[src/dcmt_consts.vh]
// Purpose: Constants for the dual channel modulo timer register block
// Assumes: AHB-Lite byte addresses are four times the register index
// Notes:   Every offset lives here; divider, toggle and channel interrupt enable bits and the halt reset value do not
//
// Summary of operation
// - Wait mode: timer runs, interrupt wakes CPU
// - Stop mode: timer frozen, state kept
// - Debug break halts the counter
// - Break, clear disabled: flags untouched by access
// - Break, clear enabled: cleared flag stays cleared
// - Overflow flag: set at period, read-then-zero clear
// - New overflow cancels pending zero write
// - Overflow enable gates interrupt; reset clears
// - Halt bit freezes counter; reset sets it
// - Clear bit zeroes counter, prescaler; reads zero
// - Halt plus clear stops counter at zero
// - Divider select: bus clock over two-power
// - High read latches low byte once
// - Break-time latch persists until low read
// - Match period sets flag, restarts from zero
// - Period high write suppresses overflow flag
// - Period registers reset to all ones
// - Channel control bit layout, reset zero
// - Channel pins capture or compare configurable
// - Channel flag read-then-zero clear, event wins
// - Overflow beats compare when toggle enabled
`ifndef DCMT_CONSTS_VH
`define DCMT_CONSTS_VH
// Register indices, byte address is index times four
`define DCMT_IDX_SC1    8'h20
`define DCMT_IDX_CNTH1  8'h21
`define DCMT_IDX_CNTL1  8'h22
`define DCMT_IDX_MODH1  8'h23
`define DCMT_IDX_MODL1  8'h24
`define DCMT_IDX_CH0C1  8'h25
`define DCMT_IDX_SC2    8'h2b
`define DCMT_IDX_CNTH2  8'h2c
`define DCMT_IDX_CNTL2  8'h2d
`define DCMT_IDX_MODH2  8'h2e
`define DCMT_IDX_MODL2  8'h2f
`define DCMT_IDX_CH0C2  8'h30
`define DCMT_IDX_SYS    8'h3f
// Status/control fields
`define DCMT_SC_OVF     7
`define DCMT_SC_OVIE    6
`define DCMT_SC_HALT    5
`define DCMT_SC_CLR     4
// Channel control fields
`define DCMT_CH_FLAG    7
// System control fields
`define DCMT_SYS_BCE    0
`define DCMT_SYS_WAIT   1
`define DCMT_SYS_STOP   2
`define DCMT_SYS_BRK    3
// Reset values and the largest valid divider code
`define DCMT_MOD_RST    16'hffff
`define DCMT_CH_RST     8'h00
`define DCMT_DIV_MAX    3'h6
`endif

[src/dcmt_regs.v]
// Purpose: Register and control side of two 16-bit modulo timers
// Assumes: AHB-Lite single word transfers, one slave, always OKAY
// Notes:   Channel compare/capture datapath lies outside; event inputs
//          arrive from it on this clock, only the pins are synchronised
//
// The AHB-Lite slave port was chosen for this implementation.
`timescale 1ns/100ps
`include "dcmt_consts.vh"
module dcmt_regs #(
  parameter CNT_W = 16
) (
  input  wire        clk,
  input  wire        rst,
  input  wire        hsel,
  input  wire [31:0] haddr,
  input  wire [1:0]  htrans,
  input  wire        hwrite,
  input  wire [2:0]  hsize,
  input  wire [31:0] hwdata,
  input  wire        hready,
  output reg  [31:0] hrdata,
  output reg         hreadyout,
  output reg         hresp,
  input  wire [1:0]  chanEvent,
  input  wire [3:0]  chanPinIn,
  output reg  [3:0]  chanPinSync,
  output reg  [1:0]  wrapTick,
  output reg  [1:0]  cmpEnable,
  output reg         irqReq,
  output reg         wakeReq
);

////////////////////////////////////////////////////////////////////////
// Bus address phase capture
reg        wrPend_q;   // Write data phase pending
reg        rdPend_q;   // Read data phase pending
reg [7:0]  idx_q;      // Register index of pending transfer
wire       addrOk;     // Valid transfer this cycle
assign addrOk = hsel & htrans[1] & hready;

// Latch the address phase; the slave inserts one wait state for reads only
always @(posedge clk) begin
  if (rst) begin
    wrPend_q <= 1'b0;
    rdPend_q <= 1'b0;
    idx_q    <= 8'h00;
  end else begin
    wrPend_q <= addrOk & hwrite;
    rdPend_q <= addrOk & ~hwrite;
    if (addrOk) begin
      idx_q <= haddr[9:2];
    end
  end
end

////////////////////////////////////////////////////////////////////////
// System control: break clear, wait, stop, break state
reg [3:0] sys_q;       // Break-clear, wait, stop, break
wire      brk;         // Debug break active
wire      stopMode;    // Stop mode active
wire      clrOk;       // Flags may be cleared now
assign brk      = sys_q[`DCMT_SYS_BRK];
assign stopMode = sys_q[`DCMT_SYS_STOP];
assign clrOk    = ~brk | sys_q[`DCMT_SYS_BCE];

// Write strobe for the data phase
wire wrSys;
assign wrSys = wrPend_q & (idx_q == `DCMT_IDX_SYS);

always @(posedge clk) begin
  if (rst) begin
    sys_q <= 4'h0;
  end else if (wrSys) begin
    sys_q <= hwdata[3:0];
  end
end

////////////////////////////////////////////////////////////////////////
// Pin synchronisers: two flops, the first read only by the second
reg [3:0] pinMeta_q;
always @(posedge clk) begin
  if (rst) begin
    pinMeta_q   <= 4'h0;
    chanPinSync <= 4'h0;
  end else begin
    pinMeta_q   <= chanPinIn;
    chanPinSync <= pinMeta_q;
  end
end

////////////////////////////////////////////////////////////////////////
// Index decode used by every timer instance
function isIdx;
  input [7:0] cur;
  input [7:0] want;
  begin
    isIdx = (cur == want);
  end
endfunction

wire [7:0] idxSc   [0:1];
wire [7:0] idxCnth [0:1];
wire [7:0] idxCntl [0:1];
wire [7:0] idxModh [0:1];
wire [7:0] idxModl [0:1];
wire [7:0] idxCh   [0:1];
assign idxSc[0]   = `DCMT_IDX_SC1;
assign idxSc[1]   = `DCMT_IDX_SC2;
assign idxCnth[0] = `DCMT_IDX_CNTH1;
assign idxCnth[1] = `DCMT_IDX_CNTH2;
assign idxCntl[0] = `DCMT_IDX_CNTL1;
assign idxCntl[1] = `DCMT_IDX_CNTL2;
assign idxModh[0] = `DCMT_IDX_MODH1;
assign idxModh[1] = `DCMT_IDX_MODH2;
assign idxModl[0] = `DCMT_IDX_MODL1;
assign idxModl[1] = `DCMT_IDX_MODL2;
assign idxCh[0]   = `DCMT_IDX_CH0C1;
assign idxCh[1]   = `DCMT_IDX_CH0C2;

wire [7:0] rdVal [0:1]; // Read value of each timer, zero if not hit
wire [1:0] irqT;        // Interrupt request of each timer

////////////////////////////////////////////////////////////////////////
// Two identical timer instances
genvar t;
generate
  for (t = 0; t < 2; t = t + 1) begin : gTim
    reg [CNT_W-1:0] cnt_q;     // Counter
    reg [5:0]       pre_q;     // Prescaler
    reg [15:0]      mod_q;     // Period
    reg             modLock_q; // Period high written, low pending
    reg             ovf_q;     // Overflow flag
    reg             ovfArm_q;  // Flag read while set
    reg             ovie_q;    // Overflow interrupt enable
    reg             halt_q;    // Counter halt
    reg [2:0]       div_q;     // Clock divider select
    reg [7:0]       lowBuf_q;  // Latched low count byte
    reg             lowLat_q;  // Low byte latch held
    reg [7:0]       ch_q;      // Channel 0 control
    reg             chArm_q;   // Channel flag read while set
    wire wrSc, rdSc, wrModh, wrModl, rdCnth, rdCntl, wrCh, rdCh;
    wire run, tick, match, clrCnt;
    assign wrSc   = wrPend_q & isIdx(idx_q, idxSc[t]);
    assign rdSc   = rdPend_q & isIdx(idx_q, idxSc[t]);
    assign wrModh = wrPend_q & isIdx(idx_q, idxModh[t]);
    assign wrModl = wrPend_q & isIdx(idx_q, idxModl[t]);
    assign rdCnth = rdPend_q & isIdx(idx_q, idxCnth[t]);
    assign rdCntl = rdPend_q & isIdx(idx_q, idxCntl[t]);
    assign wrCh   = wrPend_q & isIdx(idx_q, idxCh[t]);
    assign rdCh   = rdPend_q & isIdx(idx_q, idxCh[t]);
    // Wait keeps running; stop, break and halt freeze the count
    assign run    = ~halt_q & ~stopMode & ~brk;
    // Divider tick: low bits of the prescaler all ones
    assign tick   = run & ((pre_q & ((6'h01 << div_q) - 6'h01)) ==
                    ((6'h01 << div_q) - 6'h01));
    assign match  = tick & (cnt_q == mod_q);
    assign clrCnt = wrSc & hwdata[`DCMT_SC_CLR];

    // Counter and prescaler
    always @(posedge clk) begin
      if (rst) begin
        cnt_q <= {CNT_W{1'b0}};
        pre_q <= 6'h00;
      end else if (clrCnt) begin
        cnt_q <= {CNT_W{1'b0}};
        pre_q <= 6'h00;
      end else if (run) begin
        pre_q <= pre_q + 6'h01;
        if (match) begin
          cnt_q <= {CNT_W{1'b0}};
        end else if (tick) begin
          cnt_q <= cnt_q + 1'b1;
        end
      end
    end

    // Status/control: halt, enable, divider, overflow flag
    always @(posedge clk) begin
      if (rst) begin
        halt_q   <= 1'b1;
        ovie_q   <= 1'b0;
        div_q    <= 3'h0;
        ovf_q    <= 1'b0;
        ovfArm_q <= 1'b0;
      end else begin
        if (wrSc) begin
          halt_q <= hwdata[`DCMT_SC_HALT];
          ovie_q <= hwdata[`DCMT_SC_OVIE];
          // Code 7 is not a valid divider; keep the old one
          if (hwdata[2:0] <= `DCMT_DIV_MAX) begin
            div_q <= hwdata[2:0];
          end
        end
        if (match & ~modLock_q) begin
          ovf_q    <= 1'b1;
          ovfArm_q <= 1'b0;
        end else if (wrSc & ~hwdata[`DCMT_SC_OVF] & ovfArm_q & clrOk) begin
          ovf_q    <= 1'b0;
          ovfArm_q <= 1'b0;
        end else if (rdSc & ovf_q & clrOk) begin
          ovfArm_q <= 1'b1;
        end
      end
    end

    // Period registers
    always @(posedge clk) begin
      if (rst) begin
        mod_q     <= `DCMT_MOD_RST;
        modLock_q <= 1'b0;
      end else if (wrModh) begin
        mod_q[15:8] <= hwdata[7:0];
        modLock_q   <= 1'b1;
      end else if (wrModl) begin
        mod_q[7:0]  <= hwdata[7:0];
        modLock_q   <= 1'b0;
      end
    end

    // Low count byte latch, kept across a break
    always @(posedge clk) begin
      if (rst) begin
        lowBuf_q <= 8'h00;
        lowLat_q <= 1'b0;
      end else if (rdCnth & ~lowLat_q) begin
        lowBuf_q <= cnt_q[7:0];
        lowLat_q <= 1'b1;
      end else if (rdCntl) begin
        lowLat_q <= 1'b0;
      end
    end

    // Channel control register and its event flag
    always @(posedge clk) begin
      if (rst) begin
        ch_q    <= `DCMT_CH_RST;
        chArm_q <= 1'b0;
      end else begin
        if (wrCh) begin
          ch_q[6:0] <= hwdata[6:0];
        end
        if (chanEvent[t]) begin
          ch_q[`DCMT_CH_FLAG] <= 1'b1;
          chArm_q <= 1'b0;
        end else if (wrCh & ~hwdata[`DCMT_CH_FLAG] & chArm_q & clrOk) begin
          ch_q[`DCMT_CH_FLAG] <= 1'b0;
          chArm_q <= 1'b0;
        end else if (rdCh & ch_q[`DCMT_CH_FLAG] & clrOk) begin
          chArm_q <= 1'b1;
        end
      end
    end

    // Wrap and compare gating toward the channel datapath
    always @(posedge clk) begin
      if (rst) begin
        wrapTick[t]  <= 1'b0;
        cmpEnable[t] <= 1'b0;
      end else begin
        wrapTick[t]  <= match;
        // Toggle-on-wrap: overflow wins over a same-cycle compare
        cmpEnable[t] <= ~(match & ch_q[1]);
      end
    end

    assign irqT[t] = (ovf_q & ovie_q) | (ch_q[7] & ch_q[6]);
    assign rdVal[t] =
      rdSc   ? {ovf_q, ovie_q, halt_q, 2'b00, div_q} :
      rdCnth ? cnt_q[15:8] :
      rdCntl ? (lowLat_q ? lowBuf_q : cnt_q[7:0]) :
      (rdPend_q & isIdx(idx_q, idxModh[t])) ? mod_q[15:8] :
      (rdPend_q & isIdx(idx_q, idxModl[t])) ? mod_q[7:0] :
      rdCh   ? ch_q : 8'h00;
  end
endgenerate

////////////////////////////////////////////////////////////////////////
// Read data and interrupt outputs, all registered
wire        wrSysRd;   // Pending index hits the system control word
wire [31:0] rdNext;    // Read data for the next cycle
assign wrSysRd = (idx_q == `DCMT_IDX_SYS);
assign rdNext = {24'h000000, rdVal[0] | rdVal[1] |
                ((rdPend_q & wrSysRd) ? {4'h0, sys_q} : 8'h00)};

// Read data is presented one cycle after the data phase begins; the
// master samples it at the hready edge that closes the data phase, so
// the data phase is extended by one wait state for reads
always @(posedge clk) begin
  if (rst) begin
    hrdata    <= 32'h00000000;
    hreadyout <= 1'b1;
    hresp     <= 1'b0;
    irqReq    <= 1'b0;
    wakeReq   <= 1'b0;
  end else begin
    hresp   <= 1'b0;
    hrdata  <= rdNext;
    irqReq  <= |irqT;
    wakeReq <= (|irqT) & sys_q[`DCMT_SYS_WAIT];
    hreadyout <= ~(addrOk & ~hwrite);
  end
end

endmodule

[config.mk]
export PLATFORM = sky130hd
export DESIGN_NAME = dcmt_regs
export DESIGN_NICKNAME = d
export VERILOG_FILES = /design/src/dcmt_regs.v
export VERILOG_INCLUDE_DIRS = /design/src
export SDC_FILE = /design/constraint.sdc
export NUM_CORES = 1
export LEC_CHECK = 0
export BUFFER_PORTS_ARGS = -buffer_cell sky130_fd_sc_hd__buf_2
export CAP_MARGIN = 15
export CORE_ASPECT_RATIO = 0.5
export CORE_UTILIZATION = 55
export DETAILED_ROUTE_END_ITERATION = 6
export GPL_TIMING_DRIVEN = 0
export PLACE_DENSITY_LB_ADDON = 0.08
export SYNTH_ARGS = -nofsm -noshare
export SYNTH_HDL_FRONTEND = slang
export SYNTH_SLANG_ARGS = --single-unit
export TNS_END_PERCENT = 20
[constraint.sdc]
create_clock -name clk -period 2.8 [get_ports clk]
set_input_delay 0.84 -clock clk [delete_from_list [all_inputs] [get_ports clk]]
set_output_delay 0.84 -clock clk [all_outputs]
set_load 0.005 [all_outputs]
==> Word-level counts from Yosys, hierarchy flattened <==
Cells that the tools add are included.
{ "op_classes": {"muxes": 35, "n_bitwise": 89, "magnitude_cmp": 1, "eq_ne": 17, "n_shift": 2, "n_reduce_logical": 23, "add_sub_neg": 6} }
{ "ops": {"columns": ["operator", "count"], "rows": [
  ["8-bit two-way mux", 14],
  ["8-bit by 6-bit equality test with 1-bit output (second input constant)", 13],
  ["1-bit bitwise AND", 67],
  ["16-bit two-way mux", 4],
  ["16-bit by 1-bit adder with 16-bit output (second input constant)", 2],
  ["16-bit equality test", 2],
  ["2-bit nonzero test", 10],
  ["1-bit two-way mux", 16],
  ["1-bit NOT", 15],
  ["6-bit by 1-bit adder with 6-bit output (second input constant)", 2],
  ["6-bit bitwise AND", 2],
  ["6-bit equality test", 2],
  ["2-bit AND reduction", 6],
  ["3-bit OR reduction", 4],
  ["1-bit by 3-bit left shift with 6-bit output (first input constant)", 2],
  ["6-bit by 1-bit subtractor with 6-bit output (second input constant)", 2],
  ["8-bit by 4-bit bitwise OR with 8-bit output", 1],
  ["8-bit bitwise OR", 1],
  ["2-bit OR reduction", 3],
  ["4-bit two-way mux", 1],
  ["3-bit <= comparator (second input constant)", 1],
  ["1-bit bitwise OR", 3]
]} }
{ "word_totals": {"ff_bits": 189, "in_bits": 80, "wordCells": 218} }

==> Longest topological paths before layout <==
{ "depth": {"word_depth": 10, "mapped_depth": 8, "ltp_nobuf": 6} }

==> Worst setup path after synthesis <==
No wires, ideal clock.
{ "synth_path": {"path_type": "reg-to-reg", "from": "reg idx_q[4]", "to": "reg hrdata[4]", "path_stages_with_launch": 8, "path_buffers": 2, "slack_ns": 0.731, "t_required_ns": 2.672, "arrival_ns": 1.942, "path_cell_list": "dfxtp_1 -> or4b_1 -> buf_2 -> or3_1 -> buf_6 -> o22a_1 -> a221oi_2 -> nor2_1"} }
{ "synth_between": {"elab_chain_cells": 10} }
{ "synth_rtl": {"columns": ["item", "line_no", "text"], "rows": [
  ["start, declared", "dcmt_regs.v:37", "reg [7:0] idx_q;"],
  ["start signal, assigned", "dcmt_regs.v:51", "idx_q <= haddr[9:2];"],
  ["8-bit by 6-bit equality test with 1-bit output", "dcmt_regs.v:97", "isIdx = (cur == want);"],
  ["1-bit bitwise AND", "dcmt_regs.v:150", "assign rdCh = rdPend_q & isIdx(idx_q, idxCh[t]);"],
  ["8-bit two-way mux", "dcmt_regs.v:273", "rdCh ? ch_q : 8'h00;"],
  ["8-bit two-way mux", "dcmt_regs.v:272", "(rdPend_q & isIdx(idx_q, idxModl[t])) ? mod_q[7:0] :"],
  ["8-bit two-way mux", "dcmt_regs.v:271", "(rdPend_q & isIdx(idx_q, idxModh[t])) ? mod_q[15:8] :"],
  ["8-bit two-way mux", "dcmt_regs.v:270", "rdCntl ? (lowLat_q ? lowBuf_q : cnt_q[7:0]) :"],
  ["8-bit two-way mux", "dcmt_regs.v:269", "rdCnth ? cnt_q[15:8] :"],
  ["8-bit two-way mux", "dcmt_regs.v:268", "rdSc ? {ovf_q, ovie_q, halt_q, 2'b00, div_q} :"],
  ["8-bit bitwise OR *", "dcmt_regs.v:282", "assign rdNext = {24'h000000, rdVal[0] | rdVal[1] |"],
  ["8-bit by 4-bit bitwise OR with 8-bit output *", "dcmt_regs.v:282", null],
  ["end signal, assigned", "dcmt_regs.v:297", "hrdata <= rdNext;"],
  ["end, declared", "dcmt_regs.v:21", "output reg [31:0] hrdata,"]
]} }
Every way passes the cells marked *; elsewhere a longest branch is shown, timed or not.
A chain may end at the register's enable or synchronous reset.

==> Worst setup path after layout <==
{ "layout_path": {"from": "reg idx_q[1]", "to": "reg hrdata[6]"} }
Same word-level chain as after synthesis.

==> out/metrics.csv <==
metric,value,unit
VDD IR-drop max,0.000381,V
CP Data Required Time,3160,ps
"count of placed standard cells in the final layout, fillers left out",1274,
"area leader, netlist",sky130_fd_sc_hd__dfxtp_1,
number of warnings reported in the yosys synthesis log,0,
DPL Wire Length,18100,microns
Post-Syn Area per Cell,8.51,sq um
final hold violations,0,
synth top area cells,"sky130_fd_sc_hd__dfxtp_1 (40%), sky130_fd_sc_hd__mux2i_1 (8.4%), sky130_fd_sc_hd__xor2_1 (4.6%)",
Top Ports,124,
share of flip-flops with an asynchronous set or reset after synthesis,0,%
Post-Layout Inst Area,9450,sq um
mapped cell area,8310,sq um
DR iter-0 viols,1005,
initial core utilization,56.8,%
total power,4.97,mW
accumulated negative setup slack,0,ps
register area share after synthesis,39.8,%
post-CTS setup buffer count,0,
dominant synthesized flop cell,sky130_fd_sc_hd__dfxtp_1,
Clock Path Buffers,2,
final critical path time including I/O delays and setup,2760,ps
post-synth cell types,68,
aggregate global-route resource usage,32.5,%
Die Ht,88.9,microns
global-route wire length before repair,37900,microns
highest attainable clock frequency,362,MHz
"Slew Viols, Final",0,
average wire per cell in the routed design,19.6,microns
layout overhead on the synthesized area,13.8,%
transition time at the pin with the least slew margin,887,ps
Vias per Instance,6.07,
total via count after detailed routing,7738,
static leakage,3.46,nW
outcome,completed,
floorplan core area,14600,sq um
clock root buffer,sky130_fd_sc_hd__clkbuf_16,
insertion delay of the later-clocked pin in the worst-skew pair,440,ps
max-cap check violation count,0,
instance count of the mapped netlist,976,
compound-gate portion of the synthesized area,12.6,%
Worst Path Max Fanout,10,
post-synth top area share,39.8,%
main combinational cell family by area after synthesis,simple AND/OR/NAND/NOR gates,
sink count of the clock tree,165,
Remaining DRCs,0,
total cell area at the placement stage,8860,sq um
Post-Synth XOR/XNOR Area,5.80,%
number of routed nets with antenna violations,0,
placement row count,31,
global-route congestion overflow total,0,
"EDFF count, synth",0,
setup repair after global routing missed its margin,no,
count of TritonRoute iterations in the first routing pass,6,
via count of the first global-routing pass,6731,
Max Clock Skew,13.9,ps
number of antenna cells inserted,0,
Clock H-tree levels,4,
endpoint arrival time on the critical path,3120,ps
placer's final routability congestion estimate,0.986,
category of the worst setup path capture point,flip-flop,
type of the worst setup path,flip-flop to flip-flop,
kind of start point of the critical path,flip-flop,
type of the worst min-delay path,flip-flop to flip-flop,
Total Die Area,15600,sq um
buffers added on ports,43,
number of antenna violations at the first check in global routing,0,
number of nets in the layout,1147,
Cells after DPL,1241,
normalized max-slew margin,40.1,%
"share of synthesized cell area in full adder, half adder and majority cells",0.603,%
fraction of layout instances using a drive strength above 1,13.7,%
period utilisation layout,98.6,%
Final Routed Wirelength,25000,microns
pin count of the biggest net entering global routing,17,
clock tree from TritonCTS,done,
hold slack final,437,ps
mux contribution to synthesized area,10.9,%
width of the chip,176,microns
count of endpoints failing setup in the final report,0,
power density relative to cell area,526,nW/um^2
number of synthesized register bits,165,
CTS buffer count,17,
clock transition at the registers of the reported paths,70,ps
"basic-gate share of the synthesized area counting and, or, nand and nor cells",24.2,%
-- final timing paths --
path                              startpoint             end  slack (ps)  depth (start not counted)
worst min-delay path            pinMeta_q[3]  chanPinSync[3]         440                          1
worst min register to register  pinMeta_q[3]  chanPinSync[3]         440                          1
worst max-delay path                idx_q[1]       hrdata[6]          40                          7
worst max register to register      idx_q[1]       hrdata[6]          40                          7
-- cells by family (layout without fill, tap and decap cells) --
family / Yosys count / after routing
flops: 165 / 165
simple gates: 395 / 395
fa+ha+maj: 4 / 4
mux: 88 / 88
buf+inv: 105 / 181
xor+xnor: 55 / 55
compound gates: 163 / 163
other cells: 1 / 25
-- layout make-up --
class / count / area, sq um
Fill cell: 1238 / 5170
Inverter: 12 / 45.0
Sequential cell: 165 / 3300
Buffer: 93 / 463
Multi-Input combinational cell: 730 / 4590
Clock buffer: 18 / 429
Clock inverter: 14 / 150
Timing Repair Buffer: 44 / 220
Tap cell: 198 / 248
-- layer usage --
metal	part of all wire [%]	vias up	routed length (microns)	GRT usage [%]
met5	0	-	0	0
li1	-	3617	-	-
met1	44	3603	11000	45.3
met2	42	456	10600	49.8
met3	11	62	2750	7.40
met4	2.6	0	650	11.6
-- cell usage in the layout (no fill, tap or decap), types with 6 or more instances in the layout --
| cell | n |
|---|---|
| sky130_fd_sc_hd__nand4_1 | 27 |
| sky130_fd_sc_hd__a31oi_1 | 11 |
| sky130_fd_sc_hd__inv_1 | 12 |
| sky130_fd_sc_hd__xor2_1 | 44 |
| sky130_fd_sc_hd__or4_1 | 9 |
| sky130_fd_sc_hd__mux2_2 | 18 |
| sky130_fd_sc_hd__nand3_1 | 45 |
| sky130_fd_sc_hd__a22oi_1 | 12 |
| sky130_fd_sc_hd__a21oi_1 | 50 |
| sky130_fd_sc_hd__clkbuf_16 | 17 |
| sky130_fd_sc_hd__and3_1 | 12 |
| sky130_fd_sc_hd__a211o_1 | 6 |
| sky130_fd_sc_hd__o31ai_1 | 9 |
| sky130_fd_sc_hd__buf_2 | 49 |
| sky130_fd_sc_hd__conb_1 | 25 |
| sky130_fd_sc_hd__nand2_1 | 95 |
| sky130_fd_sc_hd__clkbuf_1 | 55 |
| sky130_fd_sc_hd__and2_1 | 6 |
| sky130_fd_sc_hd__nor3_1 | 19 |
| sky130_fd_sc_hd__nand2b_1 | 10 |
| sky130_fd_sc_hd__buf_4 | 26 |
| sky130_fd_sc_hd__xnor2_1 | 11 |
| sky130_fd_sc_hd__nor2b_1 | 14 |
| sky130_fd_sc_hd__mux2i_1 | 70 |
| sky130_fd_sc_hd__o21ai_0 | 31 |
| sky130_fd_sc_hd__o22ai_1 | 7 |
| sky130_fd_sc_hd__nor2_1 | 96 |
| sky130_fd_sc_hd__or3_1 | 12 |
| sky130_fd_sc_hd__dfxtp_1 | 165 |
| sky130_fd_sc_hd__nor4_1 | 23 |
-- where the power goes --
part           leakage, nW  total, mW  internal (mW)  switching, mW
Clock                0.278       2.36           1.32           1.04
Sequential            1.33       2.37           2.36        0.00914
Combinational         1.85      0.239         0.0766          0.162
Total                 3.46       4.97           3.76           1.21
-- critical path, cell delays in order (launching register included) --
cell,delay (ps)
sky130_fd_sc_hd__dfxtp_1,370
sky130_fd_sc_hd__clkbuf_1,430
sky130_fd_sc_hd__buf_1,500
sky130_fd_sc_hd__clkbuf_1,570
sky130_fd_sc_hd__nand3_1,160
sky130_fd_sc_hd__a31oi_1,240
sky130_fd_sc_hd__o21ai_0,180
sky130_fd_sc_hd__a31oi_1,220
-- state kept, by name, summed over array words and instances (netlist names), 4 cells and up --
register / flops
sys_q: 4
chanPinSync: 4
gTim.pre_q: 12
gTim.lowBuf_q: 16
hrdata: 8
idx_q: 8
pinMeta_q: 4
gTim.mod_q: 32
gTim.cnt_q: 32
gTim.div_q: 6
gTim.ch_q: 16
-- per-stage QoR --
| stage | utilization [%] | setup slack [ps] |
|---|---|---|
| 2_1_floorplan | - | 731 |
| 3_3_place_gp | 60.6 | -23.6 |
| 3_5_place_dp | 60.6 | -0.0746 |
| 4_1_cts | 64.6 | 64.0 |
| 5_1_grt | 64.6 | 16.7 |
| 6_report | 64.6 | 39.8 |
-- cells in the mapped netlist, types with 3 or more instances --
| cell | count |
|---|---|
| sky130_fd_sc_hd__clkbuf_1 | 55 |
| sky130_fd_sc_hd__mux2_2 | 18 |
| sky130_fd_sc_hd__inv_1 | 12 |
| sky130_fd_sc_hd__nor3_2 | 3 |
| sky130_fd_sc_hd__o211ai_1 | 5 |
| sky130_fd_sc_hd__ha_1 | 4 |
| sky130_fd_sc_hd__xor2_1 | 44 |
| sky130_fd_sc_hd__a21boi_0 | 3 |
| sky130_fd_sc_hd__o22ai_1 | 7 |
| sky130_fd_sc_hd__nor4_1 | 23 |
| sky130_fd_sc_hd__or4_1 | 9 |
| sky130_fd_sc_hd__and2_1 | 6 |
| sky130_fd_sc_hd__dfxtp_1 | 165 |
| sky130_fd_sc_hd__mux2i_1 | 70 |
| sky130_fd_sc_hd__a22oi_1 | 12 |
| sky130_fd_sc_hd__o21ai_1 | 4 |
| sky130_fd_sc_hd__nand3_1 | 45 |
| sky130_fd_sc_hd__buf_1 | 5 |
| sky130_fd_sc_hd__buf_4 | 26 |
| sky130_fd_sc_hd__a21oi_1 | 50 |
| sky130_fd_sc_hd__nor2_1 | 96 |
| sky130_fd_sc_hd__nand4_1 | 27 |
| sky130_fd_sc_hd__o221ai_1 | 4 |
| sky130_fd_sc_hd__nor3_1 | 19 |
| sky130_fd_sc_hd__and3_1 | 12 |
| sky130_fd_sc_hd__nand2_1 | 95 |
| sky130_fd_sc_hd__xnor2_1 | 11 |
| sky130_fd_sc_hd__or3_1 | 12 |
| sky130_fd_sc_hd__o21ai_0 | 31 |
| sky130_fd_sc_hd__o31ai_1 | 9 |
| sky130_fd_sc_hd__nand2b_1 | 10 |
| sky130_fd_sc_hd__or4b_1 | 3 |
| sky130_fd_sc_hd__a211o_1 | 6 |
| sky130_fd_sc_hd__nor2b_1 | 14 |
| sky130_fd_sc_hd__buf_2 | 6 |
| sky130_fd_sc_hd__a31oi_1 | 11 |
-- what timing repair did --
item,4_1_cts,5_1_grt
resized for setup,0,3
hold buffers,0,0
endpoints found under the hold margin,0,0
endpoints found under the setup margin,0,19
(Power assumes the default switching activity.)
